$ cat src/pwmst_pkg.sv
// Package for the PWM steering and auto-restart output stage.
// Assumes a 32-bit AXI4-Lite register bus on a single clock.
package pwmst_pkg;

  // Register byte offsets
  localparam logic [7:0] PWMST_OFF_STEER  = 8'h00;
  localparam logic [7:0] PWMST_OFF_MODE   = 8'h04;
  localparam logic [7:0] PWMST_OFF_SHDN   = 8'h08;
  localparam logic [7:0] PWMST_OFF_CTRL   = 8'h0c;
  localparam logic [7:0] PWMST_OFF_STAT   = 8'h10;
  localparam logic [7:0] PWMST_OFF_IEN    = 8'h14;
  localparam logic [7:0] PWMST_OFF_ICLR   = 8'h18;
  localparam logic [7:0] PWMST_OFF_PORT   = 8'h1c;

  // Steering register layout and reset value
  localparam int         PWMST_STEER_W    = 5;
  localparam int         PWMST_SYNC_BIT   = 4;
  localparam logic [4:0] PWMST_STEER_RST  = 5'h01;

  // Mode register layout: [3:0] mode select, [5:4] output config
  localparam logic [1:0] PWMST_MODE_PWM   = 2'h3;
  localparam logic [1:0] PWMST_CFG_SINGLE = 2'h0;

  // Shutdown register layout: [1:0] pair B/D state, [3:2] pair A/C state,
  // [4] software shutdown, [7] event flag
  localparam int         PWMST_FLAG_BIT   = 7;
  localparam logic [1:0] PWMST_SS_LOW     = 2'h0;
  localparam logic [1:0] PWMST_SS_HIGH    = 2'h1;
  localparam logic [1:0] PWMST_SS_TRI     = 2'h2;

  // Control register: [0] restart auto enable
  localparam int         PWMST_RSTEN_BIT  = 0;

  // Interrupt status bits
  localparam int         PWMST_IRQ_W      = 2;
  localparam int         PWMST_IRQ_SHDN   = 0;
  localparam int         PWMST_IRQ_RESUME = 1;

  // AXI responses
  localparam logic [1:0] PWMST_RESP_OKAY  = 2'h0;
  localparam logic [1:0] PWMST_RESP_SLV   = 2'h2;

endpackage : pwmst_pkg

$ cat src/pwmst_cfg_if.sv
// Configuration bundle from the register file to the output stage.
// Assumes both ends share one clock.
`timescale 1ns/10ps
interface pwmst_cfg_if;
  logic [4:0] steer;
  logic [3:0] mode_sel;
  logic [1:0] out_cfg;
  logic [1:0] ss_ac;
  logic [1:0] ss_bd;
  logic       restart_en;
  logic       shdn_active;
  logic       steer_wr;
  logic [3:0] steer_act;
  modport regs  (output steer, mode_sel, out_cfg, ss_ac, ss_bd,
                 restart_en, steer_wr, input shdn_active, steer_act);
  modport stage (input steer, mode_sel, out_cfg, ss_ac, ss_bd,
                 restart_en, steer_wr, output shdn_active, steer_act);
endinterface : pwmst_cfg_if

$ cat src/pwmst_stage.sv
// Steering and shutdown output stage.
// Assumes sync inputs: raw waveform, period start, shutdown level.
`timescale 1ns/10ps
module pwmst_stage (
  // Clock and reset
  input  wire logic i_mclk,
  input  wire logic i_rst_n,
  // Waveform and shutdown
  input  wire logic i_pwm,
  input  wire logic i_period,
  input  wire logic i_shdn_lvl,
  input  wire logic i_sw_shdn,
  input  wire logic i_flag_clr,
  input  wire logic [3:0] i_port,
  // Configuration
  pwmst_cfg_if.stage cfg,
  // Pin drive
  output logic [3:0] o_pin,
  output logic [3:0] o_pin_oe_n
);
  import pwmst_pkg::*;

  typedef struct packed {
    logic [3:0] act;
    logic [3:0] pend;
    logic       pend_v;
    logic       flag;
    logic       hold;
    logic [3:0] pin;
    logic [3:0] oe_n;
  } pwmst_stage_s;

  pwmst_stage_s st_r;
  pwmst_stage_s st_nxt;
  logic         steer_on;
  logic [1:0]   ss;
  logic         wave;

  always_comb begin
    st_nxt   = st_r;
    steer_on = (cfg.mode_sel[3:2] == PWMST_MODE_PWM) &&
               (cfg.out_cfg == PWMST_CFG_SINGLE);
    if (cfg.steer_wr) begin
      if (cfg.steer[PWMST_SYNC_BIT]) begin
        st_nxt.pend   = cfg.steer[3:0];
        st_nxt.pend_v = 1'b1;
      end else begin
        st_nxt.act    = cfg.steer[3:0];
        st_nxt.pend_v = 1'b0;
      end
    end else if (st_r.pend_v && i_period) begin
      st_nxt.act    = st_r.pend;
      st_nxt.pend_v = 1'b0;
    end
    // level shutdown sets flag; held while level
    if (i_shdn_lvl || i_sw_shdn) begin
      st_nxt.flag = 1'b1;
    end else if (cfg.restart_en || i_flag_clr) begin
      st_nxt.flag = 1'b0;
    end
    if (st_nxt.flag) begin
      st_nxt.hold = 1'b1;
    end else if (i_period) begin
      st_nxt.hold = 1'b0;
    end
    wave = i_pwm ^ cfg.mode_sel[0];
    for (int i = 0; i < 4; i++) begin
      ss = (i == 0 || i == 2) ? cfg.ss_ac : cfg.ss_bd;
      if (steer_on && st_r.act[i]) begin
        if (st_r.flag || st_r.hold) begin
          st_nxt.pin[i]  = (ss == PWMST_SS_HIGH);
          st_nxt.oe_n[i] = (ss == PWMST_SS_TRI);
        end else begin
          st_nxt.pin[i]  = ((i == 1 || i == 3) ? (i_pwm ^ cfg.mode_sel[1])
                                                : wave);
          st_nxt.oe_n[i] = 1'b0;
        end
      end else begin
        st_nxt.pin[i]  = i_port[i];
        st_nxt.oe_n[i] = 1'b0;
      end
    end
  end

  always_ff @(posedge i_mclk or negedge i_rst_n) begin
    if (!i_rst_n) begin
      st_r <= '{act: PWMST_STEER_RST[3:0], pend: 4'h0, pend_v: 1'b0,
                flag: 1'b0, hold: 1'b0, pin: 4'h0, oe_n: 4'hf};
    end else begin
      st_r <= st_nxt;
    end
  end

  assign cfg.shdn_active = st_r.flag;
  assign cfg.steer_act   = st_r.act;
  assign o_pin           = st_r.pin;
  assign o_pin_oe_n      = st_r.oe_n;

endmodule : pwmst_stage

$ cat src/pwmst_top.sv
// Top: AXI4-Lite register file, interrupts and the output stage.
// Assumes external waveform, period and shutdown inputs are asynchronous.
`timescale 1ns/10ps
module pwmst_top (
  // Clock and reset
  input  wire logic        i_mclk,
  input  wire logic        i_rst_n,
  // AXI4-Lite write
  input  wire logic [7:0]  i_awaddr,
  input  wire logic        i_awvalid,
  output logic             o_awready,
  input  wire logic [31:0] i_wdata,
  input  wire logic [3:0]  i_wstrb,
  input  wire logic        i_wvalid,
  output logic             o_wready,
  output logic [1:0]       o_bresp,
  output logic             o_bvalid,
  input  wire logic        i_bready,
  // AXI4-Lite read
  input  wire logic [7:0]  i_araddr,
  input  wire logic        i_arvalid,
  output logic             o_arready,
  output logic [31:0]      o_rdata,
  output logic [1:0]       o_rresp,
  output logic             o_rvalid,
  input  wire logic        i_rready,
  // Waveform source and shutdown
  input  wire logic        i_pwm,
  input  wire logic        i_period,
  input  wire logic        i_shdn,
  // Pins
  output logic [3:0]       o_pwm_out,
  output logic [3:0]       o_pwm_out_oe_n,
  output logic             o_irq
);
  import pwmst_pkg::*;

  ////////////////////////////////////////////////////////////////////////
  // Reset release and input synchronisers

  logic [1:0] rst_sync_r;
  logic       rst_n;
  logic [2:0] in_s1_r;
  logic [2:0] in_s2_r;

  always_ff @(posedge i_mclk or negedge i_rst_n) begin
    if (!i_rst_n) begin
      rst_sync_r <= 2'h0;
    end else begin
      rst_sync_r <= {rst_sync_r[0], 1'b1};
    end
  end
  assign rst_n = rst_sync_r[1];

  always_ff @(posedge i_mclk or negedge rst_n) begin
    if (!rst_n) begin
      in_s1_r <= 3'h0;
      in_s2_r <= 3'h0;
    end else begin
      in_s1_r <= {i_shdn, i_period, i_pwm};
      in_s2_r <= in_s1_r;
    end
  end

  ////////////////////////////////////////////////////////////////////////
  // Register state

  typedef struct packed {
    logic [4:0]             steer;
    logic [5:0]             mode;
    logic [3:0]             ss;
    logic                   sw_shdn;
    logic                   rsten;
    logic [3:0]             port;
    logic [PWMST_IRQ_W-1:0] stat;
    logic [PWMST_IRQ_W-1:0] ien;
    logic                   flag_d;
    logic                   aw_v;
    logic                   awready;
    logic                   wready;
    logic [7:0]             aw_a;
    logic                   w_v;
    logic [31:0]            w_d;
    logic [3:0]             w_s;
    logic                   bvalid;
    logic [1:0]             bresp;
    logic                   arready;
    logic                   rvalid;
    logic [31:0]            rdata;
    logic [1:0]             rresp;
    logic                   steer_wr;
    logic                   flag_clr;
    logic                   irq;
  } pwmst_regs_s;

  pwmst_regs_s r_r;
  pwmst_regs_s r_nxt;
  pwmst_cfg_if cfg_bus ();

  logic                   do_wr;
  logic [PWMST_IRQ_W-1:0] ev;
  logic [31:0]            rd;
  logic                   rd_ok;

  always_comb begin
    r_nxt          = r_r;
    r_nxt.steer_wr = 1'b0;
    r_nxt.flag_clr = 1'b0;
    rd             = 32'h0;
    rd_ok          = 1'b1;
    // Address and data may arrive in either order
    if (i_awvalid && r_r.awready) begin
      r_nxt.aw_v = 1'b1;
      r_nxt.aw_a = i_awaddr;
    end
    if (i_wvalid && r_r.wready) begin
      r_nxt.w_v = 1'b1;
      r_nxt.w_d = i_wdata;
      r_nxt.w_s = i_wstrb;
    end
    do_wr = r_r.aw_v && r_r.w_v && !r_r.bvalid;
    // Events: shutdown entry and resume (flag cleared by auto-restart or by software)
    ev = {r_r.flag_d && !cfg_bus.shdn_active,
          !r_r.flag_d && cfg_bus.shdn_active};
    r_nxt.flag_d = cfg_bus.shdn_active;
    r_nxt.stat   = r_r.stat | ev;
    if (do_wr) begin
      r_nxt.aw_v   = 1'b0;
      r_nxt.w_v    = 1'b0;
      r_nxt.bvalid = 1'b1;
      r_nxt.bresp  = PWMST_RESP_OKAY;
      if (r_r.w_s[0]) begin
        unique case (r_r.aw_a)
          PWMST_OFF_STEER: begin
            r_nxt.steer    = r_r.w_d[PWMST_STEER_W-1:0];
            r_nxt.steer_wr = 1'b1;
          end
          PWMST_OFF_MODE: r_nxt.mode = r_r.w_d[5:0];
          PWMST_OFF_SHDN: begin
            r_nxt.ss      = r_r.w_d[3:0];
            r_nxt.sw_shdn = r_r.w_d[4];
            // Writing zero to the flag clears it unless held
            r_nxt.flag_clr = !r_r.w_d[PWMST_FLAG_BIT];
          end
          PWMST_OFF_CTRL: r_nxt.rsten = r_r.w_d[PWMST_RSTEN_BIT];
          PWMST_OFF_IEN:  r_nxt.ien   = r_r.w_d[PWMST_IRQ_W-1:0];
          // Set wins over clear
          PWMST_OFF_ICLR: r_nxt.stat  = (r_r.stat &
                                         ~r_r.w_d[PWMST_IRQ_W-1:0]) | ev;
          PWMST_OFF_PORT: r_nxt.port  = r_r.w_d[3:0];
          PWMST_OFF_STAT: ;
          default: r_nxt.bresp = PWMST_RESP_SLV;
        endcase
      end
    end
    if (r_r.bvalid && i_bready) begin
      r_nxt.bvalid = 1'b0;
    end
    // Reads
    unique case (i_araddr)
      PWMST_OFF_STEER: rd = {27'h0, r_r.steer};
      PWMST_OFF_MODE:  rd = {26'h0, r_r.mode};
      PWMST_OFF_SHDN:  rd = {24'h0, cfg_bus.shdn_active, 2'h0,
                             r_r.sw_shdn, r_r.ss};
      PWMST_OFF_CTRL:  rd = {31'h0, r_r.rsten};
      PWMST_OFF_STAT:  rd = {30'h0, r_r.stat};
      PWMST_OFF_IEN:   rd = {30'h0, r_r.ien};
      PWMST_OFF_ICLR:  rd = 32'h0;
      PWMST_OFF_PORT:  rd = {24'h0, cfg_bus.steer_act, r_r.port};
      default:         rd_ok = 1'b0;
    endcase
    r_nxt.arready = 1'b0;
    if (i_arvalid && !r_r.arready && !r_r.rvalid) begin
      r_nxt.arready = 1'b1;
      r_nxt.rvalid  = 1'b1;
      r_nxt.rdata   = rd_ok ? rd : 32'h0;
      r_nxt.rresp   = rd_ok ? PWMST_RESP_OKAY : PWMST_RESP_SLV;
    end
    if (r_r.rvalid && i_rready) begin
      r_nxt.rvalid = 1'b0;
    end
    // Ready flags registered so the ports come from flops
    r_nxt.awready = !r_nxt.aw_v;
    r_nxt.wready  = !r_nxt.w_v;
    r_nxt.irq = |(r_nxt.stat & r_r.ien);
  end

  always_ff @(posedge i_mclk or negedge rst_n) begin
    if (!rst_n) begin
      r_r       <= '0;
      r_r.steer <= PWMST_STEER_RST;
    end else begin
      r_r <= r_nxt;
    end
  end

  ////////////////////////////////////////////////////////////////////////
  // Configuration towards the stage

  assign cfg_bus.steer      = r_r.steer;
  assign cfg_bus.steer_wr   = r_r.steer_wr;
  assign cfg_bus.mode_sel   = r_r.mode[3:0];
  assign cfg_bus.out_cfg    = r_r.mode[5:4];
  assign cfg_bus.ss_ac      = r_r.ss[3:2];
  assign cfg_bus.ss_bd      = r_r.ss[1:0];
  assign cfg_bus.restart_en = r_r.rsten;

  // non-steered pins are driven whenever out of reset; their level comes from the port bits
  pwmst_stage u_stage (
    .i_mclk     (i_mclk),
    .i_rst_n    (rst_n),
    .i_pwm      (in_s2_r[0]),
    .i_period   (in_s2_r[1]),
    .i_shdn_lvl (in_s2_r[2]),
    .i_sw_shdn  (r_r.sw_shdn),
    .i_flag_clr (r_r.flag_clr),
    .i_port     (r_r.port),
    .cfg        (cfg_bus.stage),
    .o_pin      (o_pwm_out),
    .o_pin_oe_n (o_pwm_out_oe_n)
  );

  assign o_awready = r_r.awready;
  assign o_wready  = r_r.wready;
  assign o_bvalid  = r_r.bvalid;
  assign o_bresp   = r_r.bresp;
  assign o_arready = r_r.arready;
  assign o_rvalid  = r_r.rvalid;
  assign o_rdata   = r_r.rdata;
  assign o_rresp   = r_r.rresp;
  assign o_irq     = r_r.irq;

endmodule : pwmst_top

$ cat config.mk
export PLATFORM = sky130hd
export DESIGN_NAME = pwmst_top
export DESIGN_NICKNAME = d
export VERILOG_FILES = /design/src/pwmst_pkg.sv /design/src/pwmst_cfg_if.sv /design/src/pwmst_stage.sv /design/src/pwmst_top.sv
export SDC_FILE = /design/constraint.sdc
export NUM_CORES = 1
export LEC_CHECK = 0
export BUFFER_PORTS_ARGS = -buffer_cell sky130_fd_sc_hd__buf_2
export CORE_UTILIZATION = 49
export CTS_BUF_LIST = sky130_fd_sc_hd__clkbuf_2 sky130_fd_sc_hd__clkbuf_4 sky130_fd_sc_hd__clkbuf_8
export DETAILED_ROUTE_END_ITERATION = 8
export PLACE_DENSITY = 0.78
export SYNTH_ARGS = -nofsm -noshare
export SYNTH_HDL_FRONTEND = slang
export SYNTH_SLANG_ARGS = --single-unit
export TNS_END_PERCENT = 20
$ cat constraint.sdc
create_clock -name i_mclk -period 2.85 [get_ports i_mclk]
set_input_delay 0.57 -clock i_mclk [delete_from_list [all_inputs] [get_ports i_mclk]]
set_output_delay 0.57 -clock i_mclk [all_outputs]
set_load 0.02 [all_outputs]
# Word level (Yosys, flattened, before mapping)
# Index checks and enable logic that the tools add are counted.
# W data, S select, Z words.
[totals] reg_bits=143 latchBits=0 ramBits=0 mem_bits_ro=0 memories=0
[op_classes] n_addsub=0 multipliers=0 div=0 n_lt_le_gt_ge=0 eq_ne=20 n_shift=0 mux=44 n_bitwise=7 n_reduce_logical=45
[op_table] op="$eq A8 B5 Y1 const B" n=8
[op_table] op="$pmux W8 S7" n=1
[op_table] op="$mux W37" n=1
[op_table] op="$mux W36" n=1
[op_table] op="$eq A8 B4 Y1 const B" n=4
[op_table] op="$mux W32" n=1
[op_table] op="$mux W1" n=27
[op_table] op="$mux W4" n=5
[op_table] op="$reduce_and A3 Y1" n=6
[op_table] op="$eq A8 B3 Y1 const B" n=2
[op_table] op="$logic_and A1 B1 Y1" n=16
[op_table] op="$logic_not A8 Y1" n=2
[op_table] op="$reduce_or A8 Y1" n=2
[op_table] op="$mux W2" n=7
[op_table] op="$logic_not A1 Y1" n=8
[op_table] op="$reduce_bool A2 Y1" n=4
[op_table] op="$eq A2 B2 Y1 const B" n=3
[op_table] op="$and A2 B2 Y2" n=2
[op_table] op="$eq A2 B1 Y1 const B" n=2
[op_table] op="$or A2 B2 Y2" n=2
[op_table] op="$reduce_and A2 Y1" n=2
[op_table] op="$logic_or A1 B1 Y1" n=3
[op_table] op="$mux W3" n=1
[op_table] op="$logic_not A2 Y1" n=1
[op_table] op="4 further kinds" n=5

# Logic depth before layout (Yosys ltp)
# Gate-level depths: netlist of the first run.
[logic_depth] depth_word=8 depth_mapped=6

# Hierarchy
# Synthesis of the first run repeated with hierarchy kept, for this count alone.
[hier_totals] hier_cells=333 hier_area_um2=4135.2
[modules_own_cells] mod="pwmst_top" n_inst=1 cells_per_inst=258 area_each_um2=3178.0
[modules_own_cells] mod="pwmst_stage" n_inst=1 cells_per_inst=75 area_each_um2=957.2

# Least setup slack after synthesis of the first run
# OpenSTA, ideal clock, no wires.
[synth_path] path_kind="flip-flop to flip-flop" start="register r_r[79] (netlist name)" end="register r_r (netlist bit cfg_bus.ss_ac[0])" setup_time_ns=0.125 arrival_time_ns=2.280 required_time_ns=2.725 setup_slack_ns=0.445 path_stages_with_launch=7 path_buffers=2 synth_period_minus_slack_ns=2.405 path_cell_list="dfrtp_1 > or4_4 > or3_1 > buf_6 > or4b_1 > buf_6 > mux2_4"
[synth_between] elab_chain_len=2
[synth_rtl] element="start, declared" line="pwmst_top.sv:96" rtl="pwmst_regs_s r_r;"
[synth_rtl] element="start signal, assigned" line="pwmst_top.sv:193" rtl="r_r <= r_nxt;"
[synth_rtl] element="$eq A8 B4 Y1" line="pwmst_top.sv:133" rtl="unique case (r_r.aw_a)"
[synth_rtl] element="$reduce_and A3 Y1 (no source line)"
# Every way passes these cells.
# A chain may end at the register's enable or synchronous reset.

# Worst setup path in the final report of the first run
[layout_path] start="register r_r[79] (netlist name)" end="register r_r[100] (netlist name)"
# Same word-level chain as after synthesis.

==> metrics.yaml, run 1 <==
sta:
  tns_ns: 0
  worst_pin_slew_ns: 1.07
  grt_setup_unrepaired: "no"
  slew_violations: 0
  timing.slew.headroom: 0.288
  fmaxAchievable_ghz: 0.405
  clock_skew_ns: 0.00912
  finalCriticalPeriod_ns: 2.47
  postLayoutSetupSlackWorst_ns: 0.379
  period_share: 0.867
  setup_violations: 0
  hold_violations: 0
run_status:
  status: "finished, final reports clean"
flow_run:
  drv_cap: 0
detailed_routing:
  viasPerCell: 5.19
  drt_iter0_markers: 140
  wire_per_inst_um: 14.8
  wl_um: 7170
  dr_total_vias: 2520
  antenna_left: 0
  dr.pass1.iters: 4
  route.detailed.drc: 0
global_routing:
  grt_overflow_total: 0
  grt_usage: 0.182
  grt_max_degree: 88
  grt_pass1_vias: 2389
  grt_pass1_wl_um: 12000
  antenna_found_initial: 0
synth:
  synth_area_leader_cell: "dfrtp_1"
  postSynth.topFlopCell: "dfrtp_1"
  synth.avg_cell_area_um2: 12.1
  ys_ff_latch: 89
  synth_area_mm2: 0.00406
  synth-edff-count: 0
  synth_cell_type_count: 45
  synth_common_cells: "dfrtp_1 (83), mux2_2 (47), buf_4 (44), nand2_1 (19), o21ai_0 (17)"
  synthArstFlopShare: 1.00
  ys_seq_area_frac: 0.550
  syn_inst: 335
  yosysTopAreaCellShare: 0.511
  yosysWarnings: 0
  synthTopCellsByArea: "dfrtp_1 (51%), mux2_2 (13%), buf_4 (8.1%), dfstp_2 (3.9%), o21ai_0 (2.1%)"
  synth_most_common_cell: "dfrtp_1"
finish:
  antennaDiodeCount: 0
  finalInstanceArea_mm2: 0.00443
  drive_gt1_frac: 0.375
  nets: 441
  nFillCells: 678
  syn_to_final_growth_pct: 9.05
  post-route-util: 0.562
  fin_cells: 486
floorplanning:
  rows: 32
  die_area_mm2: 0.00866
  die_w_um: 93.1
  coreArea_mm2: 0.00789
  die_h_um: 93.1
  floorplan.initialDensity: 0.515
  io_pins: 112
place:
  hpwl_um: 5180
  dp_cells: 469
  dpl_cell_area_mm2: 0.00423
  port_buffers: 57
  dp_slack_ns: 0.379
  routabilityCongestion: 0.864
critical_path:
  worstSetupPathType: "reg2reg"
  worstPathRequired_ns: 3.08
  arrival_ns: 2.70
  crit_fanout: 5
  cpMaxStageDelayCell: "or4b_1"
  crit_family: "simple AND/OR/NAND/NOR gates"
  cp-end-kind: "flip-flop"
  startpoint_type: "flip-flop"
  critPathMaxStageDelay_ns: 0.69
  path_buf_inv: 0
  crit_chain: "or4_4 > or3_1 > or4b_1 > mux2_4"
cts:
  path_clk_slew_ns: 0.08
  cts_resized: 0
  clockBufferDepth: 2
  clock-sinks: 89
  cts_inserted_buffers: 9
  htree_num_levels: 3
  cts_tree: "built"
  cts_root_buf: "clkbuf_8"
  postCtsSetupBuffers: 0
  clk_latency_ns: 0.35
power_and_ir_drop:
  p_seq_frac: 0.566
  clockPowerShare: 0.258
  switching_share: 0.306
  ir_drop_mv: 0.548
  pwr-share-comb: 0.176
  p_int_mw: 2.19
  p_sw_mw: 0.965
  leakage_nw: 2.12
  power_density_mw_per_mm2: 712
min_path:
  hold_class: "in2reg"
worst paths after layout:
kind                                from             to  slack (ns)  cells past startpoint
max                              r_r[79]       r_r[100]        0.38                      4
min                             i_period     in_s1_r[1]        0.33                      1
max reg2reg                      r_r[79]       r_r[100]        0.38                      4
min reg2reg                   in_s1_r[2]     in_s2_r[2]        0.35                      0
max in group asynchronous  rst_sync_r[1]     in_s1_r[0]        1.66                      0
min in group asynchronous        i_rst_n  rst_sync_r[1]        0.52                      2
timing repair:
item                       CTS  global route
hold endpoints to repair     2             0
hold buffers                 1             0
setup endpoints to repair    0             0
metrics by stage:
stage	total power [mW]	hold WS, ns
final	3.15	0.329
after global placement	2.32	0.335
after global routing	3.33	0.309
after floorplan	2.20	0.274
after detailed placement	2.37	0.337
after CTS	3.19	0.307
layer usage:
layer | vias to the layer above | GRT usage | wire length [um] | part of all wire
met3 | 2 | 0.0545 | 453 | 0.063
li1 | 1192 | - | - | -
met4 | 0 | 0.0513 | 36 | 0.0050
met1 | 1218 | 0.242 | 3310 | 0.46
met2 | 108 | 0.288 | 3380 | 0.47
met5 | - | 0 | 0 | 0
worst reg2reg max path, stage by stage, from the launching register on:
cell and delay [ns]:
dfrtp_1 0.39, or4_4 0.54, or3_1 0.37, or4b_1 0.69, mux2_4 0.37
layout by cell type (no fill, tap or decap), types with 2 or more instances in the layout:
master / count
a211o_1: 2
a21oi_1: 4
a22oi_1: 5
a31oi_1: 2
a32oi_1: 3
and2_0: 2
and4b_1: 4
buf_2: 57
buf_4: 5
clkbuf_8: 12
clkinvlp_4: 2
conb_1: 27
dfrtp_1: 82
dfstp_2: 6
inv_1: 12
mux2_2: 47
mux2_4: 5
mux2i_1: 6
nand2_1: 19
nand2b_1: 4
nand3_1: 5
nand3b_1: 3
nor2_1: 13
nor2b_1: 4
nor3_1: 4
nor4_1: 3
nor4_2: 2
o211ai_1: 3
o21ai_0: 17
or3_1: 2
or3b_2: 3
xor2_1: 2
power by group through the flow:
stage                     sequential [mW]  combinational (mW)  clock [mW]
after floorplan                      1.73               0.477           0
after CTS                            1.79               0.562       0.842
after detailed placement             1.81               0.559           0
after global placement               1.79               0.534           0
after global routing                 1.83               0.610       0.895
final                                1.79               0.555       0.813
sequential cells by signal, summed over array words and instances (netlist names), 2 cells and up:
signal,cells
u_stage.o_pin,4
r_r,29
cfg_bus.ss_bd,2
u_stage.st_r,6
in_s2_r,3
cfg_bus.mode_sel,4
cfg_bus.steer,5
in_s1_r,3
cfg_bus.out_cfg,2
o_rdata,8
cfg_bus.ss_ac,2
rst_sync_r,2
u_stage.cfg.steer_act,4
u_stage.o_pin_oe_n,4
cell families (layout without fill, tap and decap cells):
group | after synthesis | after routing | synth area share
compound gates | 42 | 42 | 0.0662
xor+xnor | 2 | 2 | 0.00431
buf+inv | 67 | 91 | 0.106
flops | 89 | 89 | 0.550
mux | 58 | 58 | 0.163
other cells | 2 | 27 | 0.00185
simple gates | 75 | 75 | 0.108
cell type report:
cell class | instances | area, um^2 | area share
multi-input combinational | 204 | 1490 | 0.337
clock inverter | 3 | 23.8 | 0.00536
clock buffer | 13 | 173 | 0.0390
inverter | 12 | 45.0 | 0.0102
sequential | 89 | 2240 | 0.505
timing repair buffer | 63 | 333 | 0.0751
tap | 102 | 128 | 0.0288
(Power assumes the default switching activity.)
==> run 2, diff against run 1 <==
Settings changed: CORE_UTILIZATION 49 to 35, CTS_BUF_LIST sky130_fd_sc_hd__clkbuf_2 sky130_fd_sc_hd__clkbuf_4 sky130_fd_sc_hd__clkbuf_8 to sky130_fd_sc_hd__clkbuf_8, PLACE_DENSITY 0.78 to unset.
==> metrics.yaml, run 2 (synthesis gave the netlist of run 1 again) <==
sta:
  period_share: 0.863  # -0.00364
  tns_ns: 0  # unchanged
  grt_setup_unrepaired: "no"
  slew_violations: 0  # unchanged
  timing.slew.headroom: 0.270  # -0.0187
  setup_violations: 0  # unchanged
  hold_slack_ns: 0.306  # -0.0231 ns
  clock_skew_ns: 0.00955  # +0.000430 ns
  postLayoutSetupSlackWorst_ns: 0.389  # +0.0104 ns
  fmaxAchievable_ghz: 0.406  # +0.42%
  hold_violations: 0  # unchanged
  worst_pin_slew_ns: 1.10  # +0.0281 ns
  finalCriticalPeriod_ns: 2.46  # -0.0104 ns
detailed_routing:
  viasPerCell: 4.75  # -8.4%
  dr_total_vias: 2489  # -1.2%
  wl_um: 7400  # +3.1%
  dr.pass1.iters: 4  # unchanged
  antenna_left: 0  # unchanged
  route.detailed.drc: 0  # unchanged
  drt_iter0_markers: 80  # -43%
  wire_per_inst_um: 14.1  # -4.4%
floorplanning:
  die_h_um: 110  # +18%
  io_pins: 112  # unchanged
  coreArea_mm2: 0.0111  # +40%
  die_w_um: 110  # +18%
  die_area_mm2: 0.0120  # +39%
  floorplan.initialDensity: 0.367  # -0.148
  rows: 38  # +19%
place:
  routabilityCongestion: 0.795  # -8.0%
  dpl_cell_area_mm2: 0.00427  # +1.1%
  hpwl_um: 5430  # +4.8%
  dp_slack_ns: 0.377  # -0.00186 ns
  port_buffers: 57  # unchanged
cts:
  cts_inserted_buffers: 9  # unchanged
  htree_num_levels: 3  # unchanged
  cts_root_buf: "clkbuf_8"
  cts_hold_buf: 1  # unchanged
  cts_tree: "built"
  clockBufferDepth: 2  # unchanged
  path_clk_slew_ns: 0.08  # about the same
  cts_resized: 0  # unchanged
  postCtsSetupBuffers: 0  # unchanged
  clk_latency_ns: 0.37  # +0.02 ns
  clock-sinks: 89  # unchanged
global_routing:
  grt_max_degree: 88  # unchanged
  antenna_found_initial: 0  # unchanged
  grt_overflow_total: 0  # unchanged
  grt_pass1_vias: 2394  # +0.21%
  grt_pass1_wl_um: 12100  # +1.4%
  grt_usage: 0.137  # -0.0445
flow_run:
  drv_cap: 0  # unchanged
finish:
  nets: 441  # unchanged
  antennaDiodeCount: 0  # unchanged
  layout_common_cells: "dfrtp_1 (82), buf_2 (57), mux2_2 (47)"
  syn_to_final_growth_pct: 10.4
  layout_commonest_cell: "dfrtp_1"
  largest_reg_flops: 29  # unchanged
  drive_gt1_frac: 0.375  # unchanged
  regMostFlops: "r_r"
  finalInstanceArea_mm2: 0.00449  # +1.3%
critical_path:
  worstSetupStartpoint: "r_r[79]"
  path_buf_inv: 0  # unchanged
  cp-end-kind: "flip-flop"
  startpoint_type: "flip-flop"
  crit_family: "simple AND/OR/NAND/NOR gates"
  crit_chain: "or4_4 > or3_1 > or4b_1 > mux2_4"
  worstSetupPathType: "reg2reg"
  critPathMaxStageDelay_ns: 0.68  # about the same
  arrival_ns: 2.71  # about the same
  worstPathRequired_ns: 3.10  # +0.02 ns
  cpMaxStageDelayCell: "or4b_1"
  timing.rr.start: "r_r[79]"
  crit_fanout: 5  # unchanged
run_status:
  status: "finished, final reports clean"
power_and_ir_drop:
  power_density_mw_per_mm2: 714  # +0.32%
  ir_drop_mv: 0.397  # -28%
  leakage_nw: 2.12  # +0.15%
min_path:
  hold_class: "in2reg"
  hold_start: "i_shdn"
==> run 2: cell type report <==
cell class              count  area, um^2
clock inverters             6        67.6
repair buffers             63         333
fillers                  1091        6590
multi-input cells         204        1490
well taps                 140         175
clock buffers              10         138
flip-flops and latches     89        2240
inverters                  12        45.0
==> run 2: path summary, 6_finish.rpt <==
kind | slack, ns | depth (start not counted) | end
min | 0.31 | 1 | in_s1_r[2]
max | 0.39 | 4 | cfg_bus.ss_ac[0]
min in group asynchronous | 0.50 | 2 | rst_sync_r[1]
min reg2reg | 0.35 | 0 | in_s2_r[2]
max reg2reg | 0.39 | 4 | cfg_bus.ss_ac[0]
max in group asynchronous | 1.60 | 0 | o_rdata[2]
==> run 2: power breakdown <==
group / total [mW] / switching (mW) / internal (mW) / leakage (nW)
combinational: 0.551 / 0.269 / 0.282 / 0.908
sequential: 1.78 / 0.276 / 1.51 / 1.12
clock: 0.871 / 0.441 / 0.430 / 0.0985
==> run 2: layer usage <==
layer	share of wire	GRT usage	vias to the layer above
li1	-	-	1183
met1	0.46	0.176	1202
met2	0.45	0.208	94
met3	0.077	0.0545	10
met4	0.013	0.0505	0
met5	0	0	-
==> run 2: per-stage QoR <==
step / power (mW) / std cells / utilization
floorplan: 2.20 / 360 / -
global placement: 2.34 / 507 / 0.386
detailed placement: 2.37 / 507 / 0.386
CTS: 3.26 / 524 / 0.405
global route: 3.41 / 524 / 0.405
finish: 3.20 / 524 / 0.405
==> run 2: worst reg2reg max path: stages (launching register included) <==
cell,delay [ns]
dfrtp_1,0.39
or4_4,0.54
or3_1,0.38
or4b_1,0.68
mux2_4,0.37
